`config.mk`:
```
export PLATFORM = sky130hd
export DESIGN_NAME = flgc_regs
export DESIGN_NICKNAME = d
export VERILOG_FILES = /design/src/design/flgc_regs.v
export VERILOG_INCLUDE_DIRS = /design/src /design/src/shared
export SDC_FILE = /design/constraint.sdc
export NUM_CORES = 1
export LEC_CHECK = 0
export ABC_AREA = 0
export BUFFER_PORTS_ARGS = -buffer_cell sky130_fd_sc_hd__buf_2
export CAP_MARGIN = 20
export CELL_PAD_IN_SITES_DETAIL_PLACEMENT = 1
export CELL_PAD_IN_SITES_GLOBAL_PLACEMENT = 1
export CORE_UTILIZATION = 37
export DETAILED_ROUTE_END_ITERATION = 8
export HOLD_SLACK_MARGIN = 0.15
export PLACE_DENSITY = 0.79
export SLEW_MARGIN = 15
export SYNTH_ARGS = -nofsm -noshare
export SYNTH_HDL_FRONTEND = slang
export SYNTH_SLANG_ARGS = --single-unit
```
`constraint.sdc`:
```
create_clock -name aclk -period 2 [get_ports aclk]
set_clock_uncertainty 0.1 [all_clocks]
set_input_delay 0.4 -clock aclk [delete_from_list [all_inputs] [get_ports aclk]]
set_output_delay 0.4 -clock aclk [all_outputs]
set_load 0.05 [all_outputs]
```
`src/shared/flgc_defines.vh`:
```
/*
 constants for the loop gain configuration register bank: register indices,
 byte addresses, field positions and reset values.
 assumes nothing beyond a verilog-2005 preprocessor.
*/
`ifndef FLGC_DEFINES_VH
`define FLGC_DEFINES_VH

// printed offsets are register indices (0x8e is not word aligned)
`define FLGC_IDX_LOOP3 8'h8c
`define FLGC_IDX_LOOP4 8'h8e
`define FLGC_IDX_CURVE1 8'h94
`define FLGC_ADDR_LOOP3 10'h230
`define FLGC_ADDR_LOOP4 10'h238
`define FLGC_ADDR_CURVE1 10'h250
`define FLGC_ADDR_W 10

// loop_config_three fields
`define FLGC_BEMF_HI 30
`define FLGC_BEMF_LO 23
`define FLGC_CKP_HI 22
`define FLGC_CKP_LO 13
`define FLGC_CKI_HI 12
`define FLGC_CKI_LO 3
`define FLGC_VKPH_HI 2
`define FLGC_VKPH_LO 0
// loop_config_four fields
`define FLGC_VKPL_HI 30
`define FLGC_VKPL_LO 24
`define FLGC_VKI_HI 23
`define FLGC_VKI_LO 14
`define FLGC_MAXS_HI 13
`define FLGC_MAXS_LO 0
// rate_curve_one fields
`define FLGC_PROF_HI 30
`define FLGC_PROF_LO 29
`define FLGC_DON_HI 28
`define FLGC_DON_LO 21
`define FLGC_DOFF_HI 20
`define FLGC_DOFF_LO 13
`define FLGC_DCLP_HI 12
`define FLGC_DCLP_LO 5
`define FLGC_DUTA_HI 4
`define FLGC_DUTA_LO 0

// bit 31 of every register is reserved and held at zero
`define FLGC_WR_MASK 32'h7fffffff
`define FLGC_RESET_VAL 32'h00000000

// speed-profile mode codes
`define FLGC_PROF_REF 2'h0
`define FLGC_PROF_LIN 2'h1
`define FLGC_PROF_STAIR 2'h2
`define FLGC_PROF_FWDREV 2'h3

// axi response codes
`define FLGC_RESP_OKAY 2'h0
`define FLGC_RESP_SLVERR 2'h2

`endif

```
`src/design/flgc_regs.v`:
```
/*
 axi4-lite register bank holding motor back-emf constant, current and speed
 loop gains, maximum electrical speed and the first speed profile register.
 assumes a single 50 mhz clock, synchronous active-low reset and a master
 that keeps at most one write and one read outstanding.
*/
`timescale 1ns/1ps
`default_nettype none
`include "flgc_defines.vh"

module flgc_regs (
  // clock and reset
  input wire aclk,
  input wire aresetn,
  // write address channel
  input wire [31:0] s_axi_awaddr,
  input wire [2:0] s_axi_awprot,
  input wire s_axi_awvalid,
  output wire s_axi_awready,
  // write data channel
  input wire [31:0] s_axi_wdata,
  input wire [3:0] s_axi_wstrb,
  input wire s_axi_wvalid,
  output wire s_axi_wready,
  // write response channel
  output reg [1:0] s_axi_bresp,
  output reg s_axi_bvalid,
  input wire s_axi_bready,
  // read address channel
  input wire [31:0] s_axi_araddr,
  input wire [2:0] s_axi_arprot,
  input wire s_axi_arvalid,
  output wire s_axi_arready,
  // read data channel
  output reg [31:0] s_axi_rdata,
  output reg [1:0] s_axi_rresp,
  output reg s_axi_rvalid,
  input wire s_axi_rready,
  // decoded configuration toward the control algorithm
  output reg [7:0] back_emf_coefficient,
  output reg [9:0] current_prop_gain,
  output reg [9:0] current_integ_gain,
  output reg current_gain_auto,
  output reg [9:0] velocity_prop_gain,
  output reg [9:0] velocity_integ_gain,
  output reg [13:0] max_speed_limit,
  output reg [1:0] profile_mode,
  output reg [3:0] profile_mode_onehot,
  output reg [7:0] turn_on_duty_first,
  output reg [7:0] turn_off_duty_first,
  output reg [7:0] clamp_duty_first,
  output reg [4:0] duty_a_upper
);

  // register select codes
  localparam SEL_NONE = 2'd0;
  localparam SEL_LOOP3 = 2'd1;
  localparam SEL_LOOP4 = 2'd2;
  localparam SEL_CURVE1 = 2'd3;

  reg [31:0] loop_config_three_reg;
  reg [31:0] loop_config_four_reg;
  reg [31:0] rate_curve_one_reg;
  reg [31:0] aw_addr_reg;
  reg aw_full_reg;
  reg [31:0] w_data_reg;
  reg [3:0] w_strb_reg;
  reg w_full_reg;
  reg [31:0] rd_word;
  reg [31:0] wr_merged;
  reg [1:0] wr_sel;
  wire wr_fire;
  wire rd_take;
  genvar gi;

  // address decode, used by both the write and the read path
  function [1:0] dec_sel;
    input [31:0] addr;
    begin
      if (addr[31:`FLGC_ADDR_W] != 22'h000000)
        dec_sel = SEL_NONE;
      else if (addr[`FLGC_ADDR_W-1:0] == `FLGC_ADDR_LOOP3)
        dec_sel = SEL_LOOP3;
      else if (addr[`FLGC_ADDR_W-1:0] == `FLGC_ADDR_LOOP4)
        dec_sel = SEL_LOOP4;
      else if (addr[`FLGC_ADDR_W-1:0] == `FLGC_ADDR_CURVE1)
        dec_sel = SEL_CURVE1;
      else
        dec_sel = SEL_NONE;
    end
  endfunction

  // address and data are taken independently; each holds until the response
  assign s_axi_awready = !aw_full_reg && !s_axi_bvalid;
  assign s_axi_wready = !w_full_reg && !s_axi_bvalid;
  assign wr_fire = aw_full_reg && w_full_reg && !s_axi_bvalid;
  assign s_axi_arready = !s_axi_rvalid;
  assign rd_take = s_axi_arvalid && !s_axi_rvalid;

  // current register word selected by the captured write address
  always @*
  begin
    wr_sel = dec_sel(aw_addr_reg);
    case (wr_sel)
      SEL_LOOP3: wr_merged = loop_config_three_reg;
      SEL_LOOP4: wr_merged = loop_config_four_reg;
      SEL_CURVE1: wr_merged = rate_curve_one_reg;
      default: wr_merged = 32'h00000000;
    endcase
  end

  // byte-lane merge; a generate loop keeps the four lanes identical
  wire [31:0] wr_lanes;
  generate
    for (gi = 0; gi < 4; gi = gi + 1)
    begin : g_lane
      assign wr_lanes[gi*8+7:gi*8] = w_strb_reg[gi] ? w_data_reg[gi*8+7:gi*8]
        : wr_merged[gi*8+7:gi*8];
    end
  endgenerate

  // write channel capture and response
  always @(posedge aclk)
  begin
    if (!aresetn)
    begin
      aw_addr_reg <= 32'h00000000;
      aw_full_reg <= 1'b0;
      w_data_reg <= 32'h00000000;
      w_strb_reg <= 4'h0;
      w_full_reg <= 1'b0;
      s_axi_bvalid <= 1'b0;
      s_axi_bresp <= `FLGC_RESP_OKAY;
    end
    else
    begin
      if (s_axi_awvalid && s_axi_awready)
      begin
        aw_addr_reg <= s_axi_awaddr;
        aw_full_reg <= 1'b1;
      end
      if (s_axi_wvalid && s_axi_wready)
      begin
        w_data_reg <= s_axi_wdata;
        w_strb_reg <= s_axi_wstrb;
        w_full_reg <= 1'b1;
      end
      if (wr_fire)
      begin
        aw_full_reg <= 1'b0;
        w_full_reg <= 1'b0;
        s_axi_bvalid <= 1'b1;
        s_axi_bresp <= (wr_sel == SEL_NONE) ? `FLGC_RESP_SLVERR : `FLGC_RESP_OKAY;
      end
      else if (s_axi_bvalid && s_axi_bready)
        s_axi_bvalid <= 1'b0;
    end
  end

  // register storage; reserved bit 31 never stores a one
  always @(posedge aclk)
  begin
    if (!aresetn)
    begin
      loop_config_three_reg <= `FLGC_RESET_VAL;
      loop_config_four_reg <= `FLGC_RESET_VAL;
      rate_curve_one_reg <= `FLGC_RESET_VAL;
    end
    else if (wr_fire)
    begin
      case (wr_sel)
        SEL_LOOP3: loop_config_three_reg <= wr_lanes & `FLGC_WR_MASK;
        SEL_LOOP4: loop_config_four_reg <= wr_lanes & `FLGC_WR_MASK;
        SEL_CURVE1: rate_curve_one_reg <= wr_lanes & `FLGC_WR_MASK;
        default: loop_config_three_reg <= loop_config_three_reg;
      endcase
    end
  end

  // read mux; unmapped addresses read zero with slverr
  always @*
  begin
    case (dec_sel(s_axi_araddr))
      SEL_LOOP3: rd_word = loop_config_three_reg;
      SEL_LOOP4: rd_word = loop_config_four_reg;
      SEL_CURVE1: rd_word = rate_curve_one_reg;
      default: rd_word = 32'h00000000;
    endcase
  end

  // read data channel, answer one cycle after the address is taken
  always @(posedge aclk)
  begin
    if (!aresetn)
    begin
      s_axi_rvalid <= 1'b0;
      s_axi_rdata <= 32'h00000000;
      s_axi_rresp <= `FLGC_RESP_OKAY;
    end
    else if (rd_take)
    begin
      s_axi_rvalid <= 1'b1;
      s_axi_rdata <= rd_word;
      s_axi_rresp <= (dec_sel(s_axi_araddr) == SEL_NONE) ? `FLGC_RESP_SLVERR
        : `FLGC_RESP_OKAY;
    end
    else if (s_axi_rvalid && s_axi_rready)
      s_axi_rvalid <= 1'b0;
  end

  // decoded fields are registered so the consumer sees glitch-free values
  always @(posedge aclk)
  begin
    if (!aresetn)
    begin
      back_emf_coefficient <= 8'h00;
      current_prop_gain <= 10'h000;
      current_integ_gain <= 10'h000;
      current_gain_auto <= 1'b1;
      velocity_prop_gain <= 10'h000;
      velocity_integ_gain <= 10'h000;
      max_speed_limit <= 14'h0000;
      profile_mode <= `FLGC_PROF_REF;
      profile_mode_onehot <= 4'h1;
      turn_on_duty_first <= 8'h00;
      turn_off_duty_first <= 8'h00;
      clamp_duty_first <= 8'h00;
      duty_a_upper <= 5'h00;
    end
    else
    begin
      back_emf_coefficient <= loop_config_three_reg[`FLGC_BEMF_HI:`FLGC_BEMF_LO];
      // one gain pair feeds both d and q loops, so only one value is exported
      current_prop_gain <= loop_config_three_reg[`FLGC_CKP_HI:`FLGC_CKP_LO];
      current_integ_gain <= loop_config_three_reg[`FLGC_CKI_HI:`FLGC_CKI_LO];
      // both fields zero hands the current loop gains to the auto-tuner
      current_gain_auto <= (loop_config_three_reg[`FLGC_CKP_HI:`FLGC_CKI_LO]
        == 20'h00000);
      velocity_prop_gain <= {loop_config_three_reg[`FLGC_VKPH_HI:`FLGC_VKPH_LO],
        loop_config_four_reg[`FLGC_VKPL_HI:`FLGC_VKPL_LO]};
      velocity_integ_gain <= loop_config_four_reg[`FLGC_VKI_HI:`FLGC_VKI_LO];
      max_speed_limit <= loop_config_four_reg[`FLGC_MAXS_HI:`FLGC_MAXS_LO];
      profile_mode <= rate_curve_one_reg[`FLGC_PROF_HI:`FLGC_PROF_LO];
      case (rate_curve_one_reg[`FLGC_PROF_HI:`FLGC_PROF_LO])
        `FLGC_PROF_REF: profile_mode_onehot <= 4'h1;
        `FLGC_PROF_LIN: profile_mode_onehot <= 4'h2;
        `FLGC_PROF_STAIR: profile_mode_onehot <= 4'h4;
        `FLGC_PROF_FWDREV: profile_mode_onehot <= 4'h8;
        default: profile_mode_onehot <= 4'h1;
      endcase
      turn_on_duty_first <= rate_curve_one_reg[`FLGC_DON_HI:`FLGC_DON_LO];
      turn_off_duty_first <= rate_curve_one_reg[`FLGC_DOFF_HI:`FLGC_DOFF_LO];
      clamp_duty_first <= rate_curve_one_reg[`FLGC_DCLP_HI:`FLGC_DCLP_LO];
      duty_a_upper <= rate_curve_one_reg[`FLGC_DUTA_HI:`FLGC_DUTA_LO];
    end
  end

endmodule // flgc_regs
`default_nettype wire

```
==> impl_metrics.toml, run 1 <==
[logic_synthesis]
synth_seq_cells = 295
yosys.area.top_type = "dfxtp_1"
netlist.area_leader.share_pct = 49.5
yosys.area_share.simple_pct = 21.7
synth_fa_ha_area_share_pct = 0
synth_area_per_cell_um2 = 8.89
syn_area_um2 = 11900
synth_top_family_by_area = "simple AND/OR/NAND/NOR gates"
synth-xor-area-share_pct = 0
synth-compound-area-share_pct = 20.1
synth_cell_types = 43
yosysSeqAreaShare_pct = 49.5
syn_inst = 1342
synthTopCellsByArea = "dfxtp_1, nand2_1, a21oi_1"
synthMuxAreaShare_pct = 2.60
yosys_warnings = 0

[power]
power_density_nw_per_um2 = 836
power.static_leakage_nw = 6.98
power_frac_comb_pct = 9.1
ir_drop_mv = 0.548
p_sw_mw = 3.36
p_int_mw = 10.5
sw_frac_of_total_pct = 24.2
clockPowerShare_pct = 47.2
p_seq_share_pct = 43.7

[worst_setup_path]
critPathSlowestCell = "dfxtp_1"
start_kind = "flip-flop"
end_kind = "flip-flop"
max_stage_delay_ns = 0.34
path_buf_inv = 2
crit_chain = "nor4_4, nand4_4, nor4b_4, buf_6, buf_16, mux2i_1, nor3_1"
critical_path.top_delay_family = "simple AND/OR/NAND/NOR gates"
cp_max_fo = 15
cp.required_ns = 2.29
crit_type = "flip-flop to flip-flop"
worstPathArrival_ns = 2.52

[sta]
maxSlewHeadroom_pct = 50.3
hold_viol = 0
fin_crit_ns = 2.22
fin_ws_ns = -0.223
max_freq_ghz = 0.450
setup_viol = 93
period_share_pct = 111
fin_tns_setup_ns = -12.16
drv_slew = 0
rsz0062_at_grt = "true"
worst_slew_pin_slew_ns = 0.746

[die]
die_area_um2 = 33000
pin_count = 252
coreArea_um2 = 31600
dieWidth_um = 182
initial_core_util_pct = 37.7
placementRows = 65
fp.dieH_um = 182

[outcome]
status = "finished with violations"
violations = "negative setup slack"

[clocking]
clock_sinks = 295
clockBufferDepth = 3
insertion_delay_ns = 0.52
cts_tree = "built"
cts_root_buffer = "clkbuf_16"
cts.clk_slew.worst_paths_ns = 0.07
htreeDepth = 2
numCtsBuffers = 34

[place]
place_ws_ns = -0.298
placed_cells_incl_taps = 1933
gp_congestion = 0.798
hpwl_um = 27800
io_buffers = 241

[routing]
wl_um = 45100
drt_iter0_drc = 988
drc = 0
via_per_inst = 5.58
first_pass_iters = 5
wl_per_cell_um = 21.7
vias = 11568
ant_nets = 0

[global_routing]
grt_pass1_wl_um = 67600
grt_use_total_pct = 26.1
grt_pass1_vias = 12048
grt_max_degree = 55
globalRouteOverflowTotal = 0
antenna_found_initial = 1

[min_path]
hold_path.class = "primary input to flip-flop"

[finish]
area_growth_pct = 39.4
largest_reg_flops = 32
fin_cells = 2074
nets = 1761
drive_above_1_share_pct = 33.6

[flow_run]
cap_violations = 0
-- worst min-delay path: cells and delay by family --
| family | cells | cell delay (ns) |
|---|---|---|
| AO/OA/AOI/OAI | 2 | 0.18 |
| buffers and inverters | 1 | 0.12 |
| AND/OR/NAND/NOR | 1 | 0.06 |
-- per-stage QoR --
stage / util (%) / hold slack (ns) / instance area [um^2] / total power, mW
after floorplan: - / 0.332 / 12000 / 6.83
after global placement: 43.9 / 0.334 / 13900 / 7.23
after detailed placement: 43.9 / 0.340 / 13900 / 7.27
after CTS: 51.2 / 0.187 / 16200 / 13.9
after global routing: 52.6 / 0.240 / 16600 / 14.4
final: 52.6 / 0.203 / 16600 / 13.9
-- power groups by stage --
stage	registers, mW	logic [mW]	clock network (mW)
after CTS	6.08	1.20	6.67
after global routing	6.09	1.35	6.93
final	6.08	1.27	6.56
after floorplan	6.20	0.635	0
after global placement	6.20	1.04	0
after detailed placement	6.21	1.06	0
-- worst paths after layout --
kind                                                               to  slack (ns)  cells past startpoint                          from
worst max-delay path            loop_config_four_reg[30]$_SDFFE_PN0P_       -0.22                      7  aw_addr_reg[31]$_SDFFE_PN0P_
worst max register to register  loop_config_four_reg[30]$_SDFFE_PN0P_       -0.22                      7  aw_addr_reg[31]$_SDFFE_PN0P_
worst min register to register           s_axi_rdata[13]$_SDFFE_PN0P_        0.35                      2  s_axi_rdata[13]$_SDFFE_PN0P_
worst min-delay path                     s_axi_rdata[11]$_SDFFE_PN0P_        0.20                      4               s_axi_araddr[3]
-- layer usage --
metal | share of wire [%] | track usage [%]
met5 | 0 | 0
met3 | 7.4 | 4.79
met1 | 41 | 33.1
met4 | 3.4 | 10.6
met2 | 48 | 43.6
-- final cells by class --
class,instances,area (um^2)
Inverter,64,243
Tap cell,402,503
Antenna cell,1,2.50
Clock inverter,9,176
Multi-Input combinational cell,873,5930
Sequential cell,295,5910
Timing Repair Buffer,380,2890
Clock buffer,50,992
Fill cell,3564,15000
-- Yosys cell counts (all sizes together) --
master	count
or3	2
and3	1
a31oi	1
nand2	233
o22ai	60
and4bb	1
a21boi	31
inv	64
a21oi	131
or2	32
nand4	4
nand2b	32
nand3	2
nor3	36
and2	36
clkbuf	87
buf	25
a221oi	31
nor2b	5
o21ai	34
nor3b	1
mux2i	31
a311oi	2
a211oi	2
nor4b	3
dfxtp	295
nor2	49
conb	1
nor4	47
a22oi	62
and3b	1
-- timing repair --
item / 4_1_cts / 5_1_grt
pin swaps: 6 / 9
setup endpoints to repair: 93 / 93
gates resized for setup: 89 / 72
buffers inserted: 3 / 0
hold buffers: 70 / 0
gates cloned: 5 / 3
hold endpoints to repair: 69 / 0
-- cell usage in the layout, fill, tap and decap left out, types with 11 or more instances in the layout --
cell	synthesis	routed
dlygate4sd3_1	0	70
dfxtp_1	295	291
o21ai_1	11	11
a22oi_1	62	62
a221oi_2	30	29
mux2i_4	0	11
and2_1	35	34
nor3_2	30	30
nand2_1	233	230
inv_1	64	63
nand2b_1	32	32
mux2i_2	0	11
buf_4	3	30
or2_2	32	32
a21boi_2	0	19
o22ai_1	60	39
buf_12	0	19
nor4_1	40	31
o22ai_2	0	21
a21oi_1	131	129
buf_2	7	240
o21ai_0	23	23
clkbuf_16	0	38
nor2_1	49	45
-- cell families after synthesis --
family / Yosys count
flops: 295
other cells: 1
buf+inv: 176
simple gates: 485
compound gates: 354
mux: 31
(Power assumes the default switching activity.)
==> run 2, diff against run 1 <==
--- a/config.mk
+++ b/config.mk
@@ -11,10 +11,10 @@
 export CAP_MARGIN = 20
 export CELL_PAD_IN_SITES_DETAIL_PLACEMENT = 1
 export CELL_PAD_IN_SITES_GLOBAL_PLACEMENT = 1
-export CORE_UTILIZATION = 37
+export CORE_UTILIZATION = 41
 export DETAILED_ROUTE_END_ITERATION = 8
 export HOLD_SLACK_MARGIN = 0.15
-export PLACE_DENSITY = 0.79
+export PLACE_DENSITY_LB_ADDON = 0.1
 export SLEW_MARGIN = 15
 export SYNTH_ARGS = -nofsm -noshare
 export SYNTH_HDL_FRONTEND = slang
==> constraint.sdc (replaced) <==
create_clock -name aclk -period 2.1 [get_ports aclk]
set_clock_uncertainty 0.1 [all_clocks]
set_input_delay 0.42 -clock aclk [delete_from_list [all_inputs] [get_ports aclk]]
set_output_delay 0.42 -clock aclk [all_outputs]
set_load 0.05 [all_outputs]
==> impl_metrics.toml, run 2 (same netlist as run 1, synthesis figures left out) <==
[outcome]
status = "finished with violations"
violations = "negative setup slack"

[finish]
nets = 1776
largest_reg_flops = 32
fin_util_pct = 58.2
area_growth_pct = 40.0
fin_cells = 2072
layout_commonest_cell = "dfxtp_1"
drive_above_1_share_pct = 34.3
mostFrequentLayoutCells = "dfxtp_1, buf_2, nand2_1, a21oi_1, dlygate4sd3_1"
antennaDiodeCount = 0

[place]
placed_cells_incl_taps = 1920
io_buffers = 241
gp_congestion = 0.822
hpwl_um = 26800

[sta]
max_freq_ghz = 0.428
drv_slew = 0
rsz0062_at_grt = "true"
setup_viol = 93
maxSlewHeadroom_pct = 51.8
holdWs_ns = 0.253
period_share_pct = 111
worst_slew_pin_slew_ns = 0.723
hold_viol = 0
fin_ws_ns = -0.237
fin_crit_ns = 2.34

[global_routing]
grt_use_met3_pct = 3.65
grt_use_total_pct = 28.3
grt_most_used_layer = "met2"
globalRouteOverflowTotal = 0
grt_max_degree = 62
gr-usage-met2_pct = 47.8
globalRouteMet1Util_pct = 37.0
grt_pass1_vias = 11725
antenna_found_initial = 0
grt_pass1_wl_um = 66800

[clocking]
insertion_delay_ns = 0.57
cts_tree = "built"
clock_sinks = 295
numCtsBuffers = 31
cts.clk_slew.worst_paths_ns = 0.06
htreeDepth = 1
clockBufferDepth = 3
cts_root_buffer = "clkbuf_16"

[power]
ir_drop_mv = 0.700
power.static_leakage_nw = 6.95
power_density_nw_per_um2 = 739
total_power_mw = 12.3

[routing]
ant_nets = 0
via_per_inst = 5.61
wl_per_cell_um = 22.4
drc = 0
first_pass_iters = 5
drt_iter0_drc = 746
wl_um = 46500
vias = 11627

[worst_setup_path]
cp.depth = 7
cp_max_fo = 16
reg2reg_depth = 7
critPathSlowestCell = "or3_4"
reg2reg_from = "aw_addr_reg[19]$_SDFFE_PN0P_"
crit_type = "flip-flop to flip-flop"
cp-endpoint = "loop_config_four_reg[29]$_SDFFE_PN0P_"
worstReg2RegEnd = "loop_config_four_reg[29]$_SDFFE_PN0P_"
startpoint = "aw_addr_reg[19]$_SDFFE_PN0P_"
max_stage_delay_ns = 0.41
start_kind = "flip-flop"
critical_path.top_delay_family = "simple AND/OR/NAND/NOR gates"
cp.required_ns = 2.44
path_buf_inv = 2
r2r_slack_ns = -0.24
worstPathArrival_ns = 2.68
crit_chain = "nor4_4, nand4_4, buf_6, or3_4, buf_12, a221oi_2, nor3_2"
end_kind = "flip-flop"

[die]
coreArea_um2 = 28700
dieWidth_um = 173
placementRows = 62
pin_count = 252
die_area_um2 = 29800
fp.dieH_um = 173
initial_core_util_pct = 41.6

[flow_run]
cap_violations = 0

[min_path]
hold_path.class = "primary input to flip-flop"
[run 2: cell type report]
type	count	area (um^2)
Clock buffer	40	830
Clock inverter	18	141
Fill cell	3245	12000
Inverter	64	243
Multi-Input combinational cell	873	6020
Sequential cell	295	5910
Tap cell	384	480
Timing Repair Buffer	398	3090
[run 2: routing by layer]
layer  vias up  wire, um
met5         -         0
met4         0      1710
met3       117      2530
met2       440     22400
met1      5741     19800
li1       5329         -
[run 2: worst min path at each step]
stage,slack (ns),start,endpoint,cells after the start
2_1_floorplan,0.33,aw_addr_reg[7]$_SDFFE_PN0P_,aw_addr_reg[7]$_SDFFE_PN0P_,2
3_3_place_gp,0.33,s_axi_rdata[0]$_SDFFE_PN0P_,s_axi_rdata[0]$_SDFFE_PN0P_,2
3_5_place_dp,0.34,s_axi_rdata[20]$_SDFFE_PN0P_,s_axi_rdata[20]$_SDFFE_PN0P_,2
4_1_cts,0.25,s_axi_awvalid,aw_addr_reg[1]$_SDFFE_PN0P_,5
5_1_grt,0.27,s_axi_wvalid,w_data_reg[1]$_SDFFE_PN0P_,4
6_report,0.25,s_axi_wvalid,w_strb_reg[0]$_SDFFE_PN0P_,4
[run 2: where the power goes]
| group | internal (mW) | total, mW | switching, mW |
|---|---|---|---|
| sequential | 5.70 | 5.79 | 0.0928 |
| combinational | 0.484 | 1.26 | 0.778 |
| clock | 2.93 | 5.29 | 2.36 |
[run 2: worst min-delay path, delay by kind of cell]
kind	cells	cell delay, ns
AND/OR/NAND/NOR	2	0.27
AO/OA/AOI/OAI	1	0.06
buffers and inverters	1	0.12
[run 2: repair_timing]
action / CTS / global route
pin swaps: 6 / 40
gates resized for setup: 30 / 161
hold buffers: 72 / 0
setup endpoints to repair: 78 / 94
gates cloned: 3 / 10
setup buffers: 5 / 6
hold endpoints to repair: 70 / 0
[run 2: through the flow]
step           setup WS, ns  setup TNS (ns)  instance area (um^2)
6_report             -0.237           -7.07                 16700
5_1_grt              -0.269          -13.81                 16700
3_5_place_dp         -0.203           -9.06                 13800
2_1_floorplan      0.000250               0                 12000
4_1_cts              -0.117           -4.61                 15800
3_3_place_gp         -0.164           -6.30                 13800
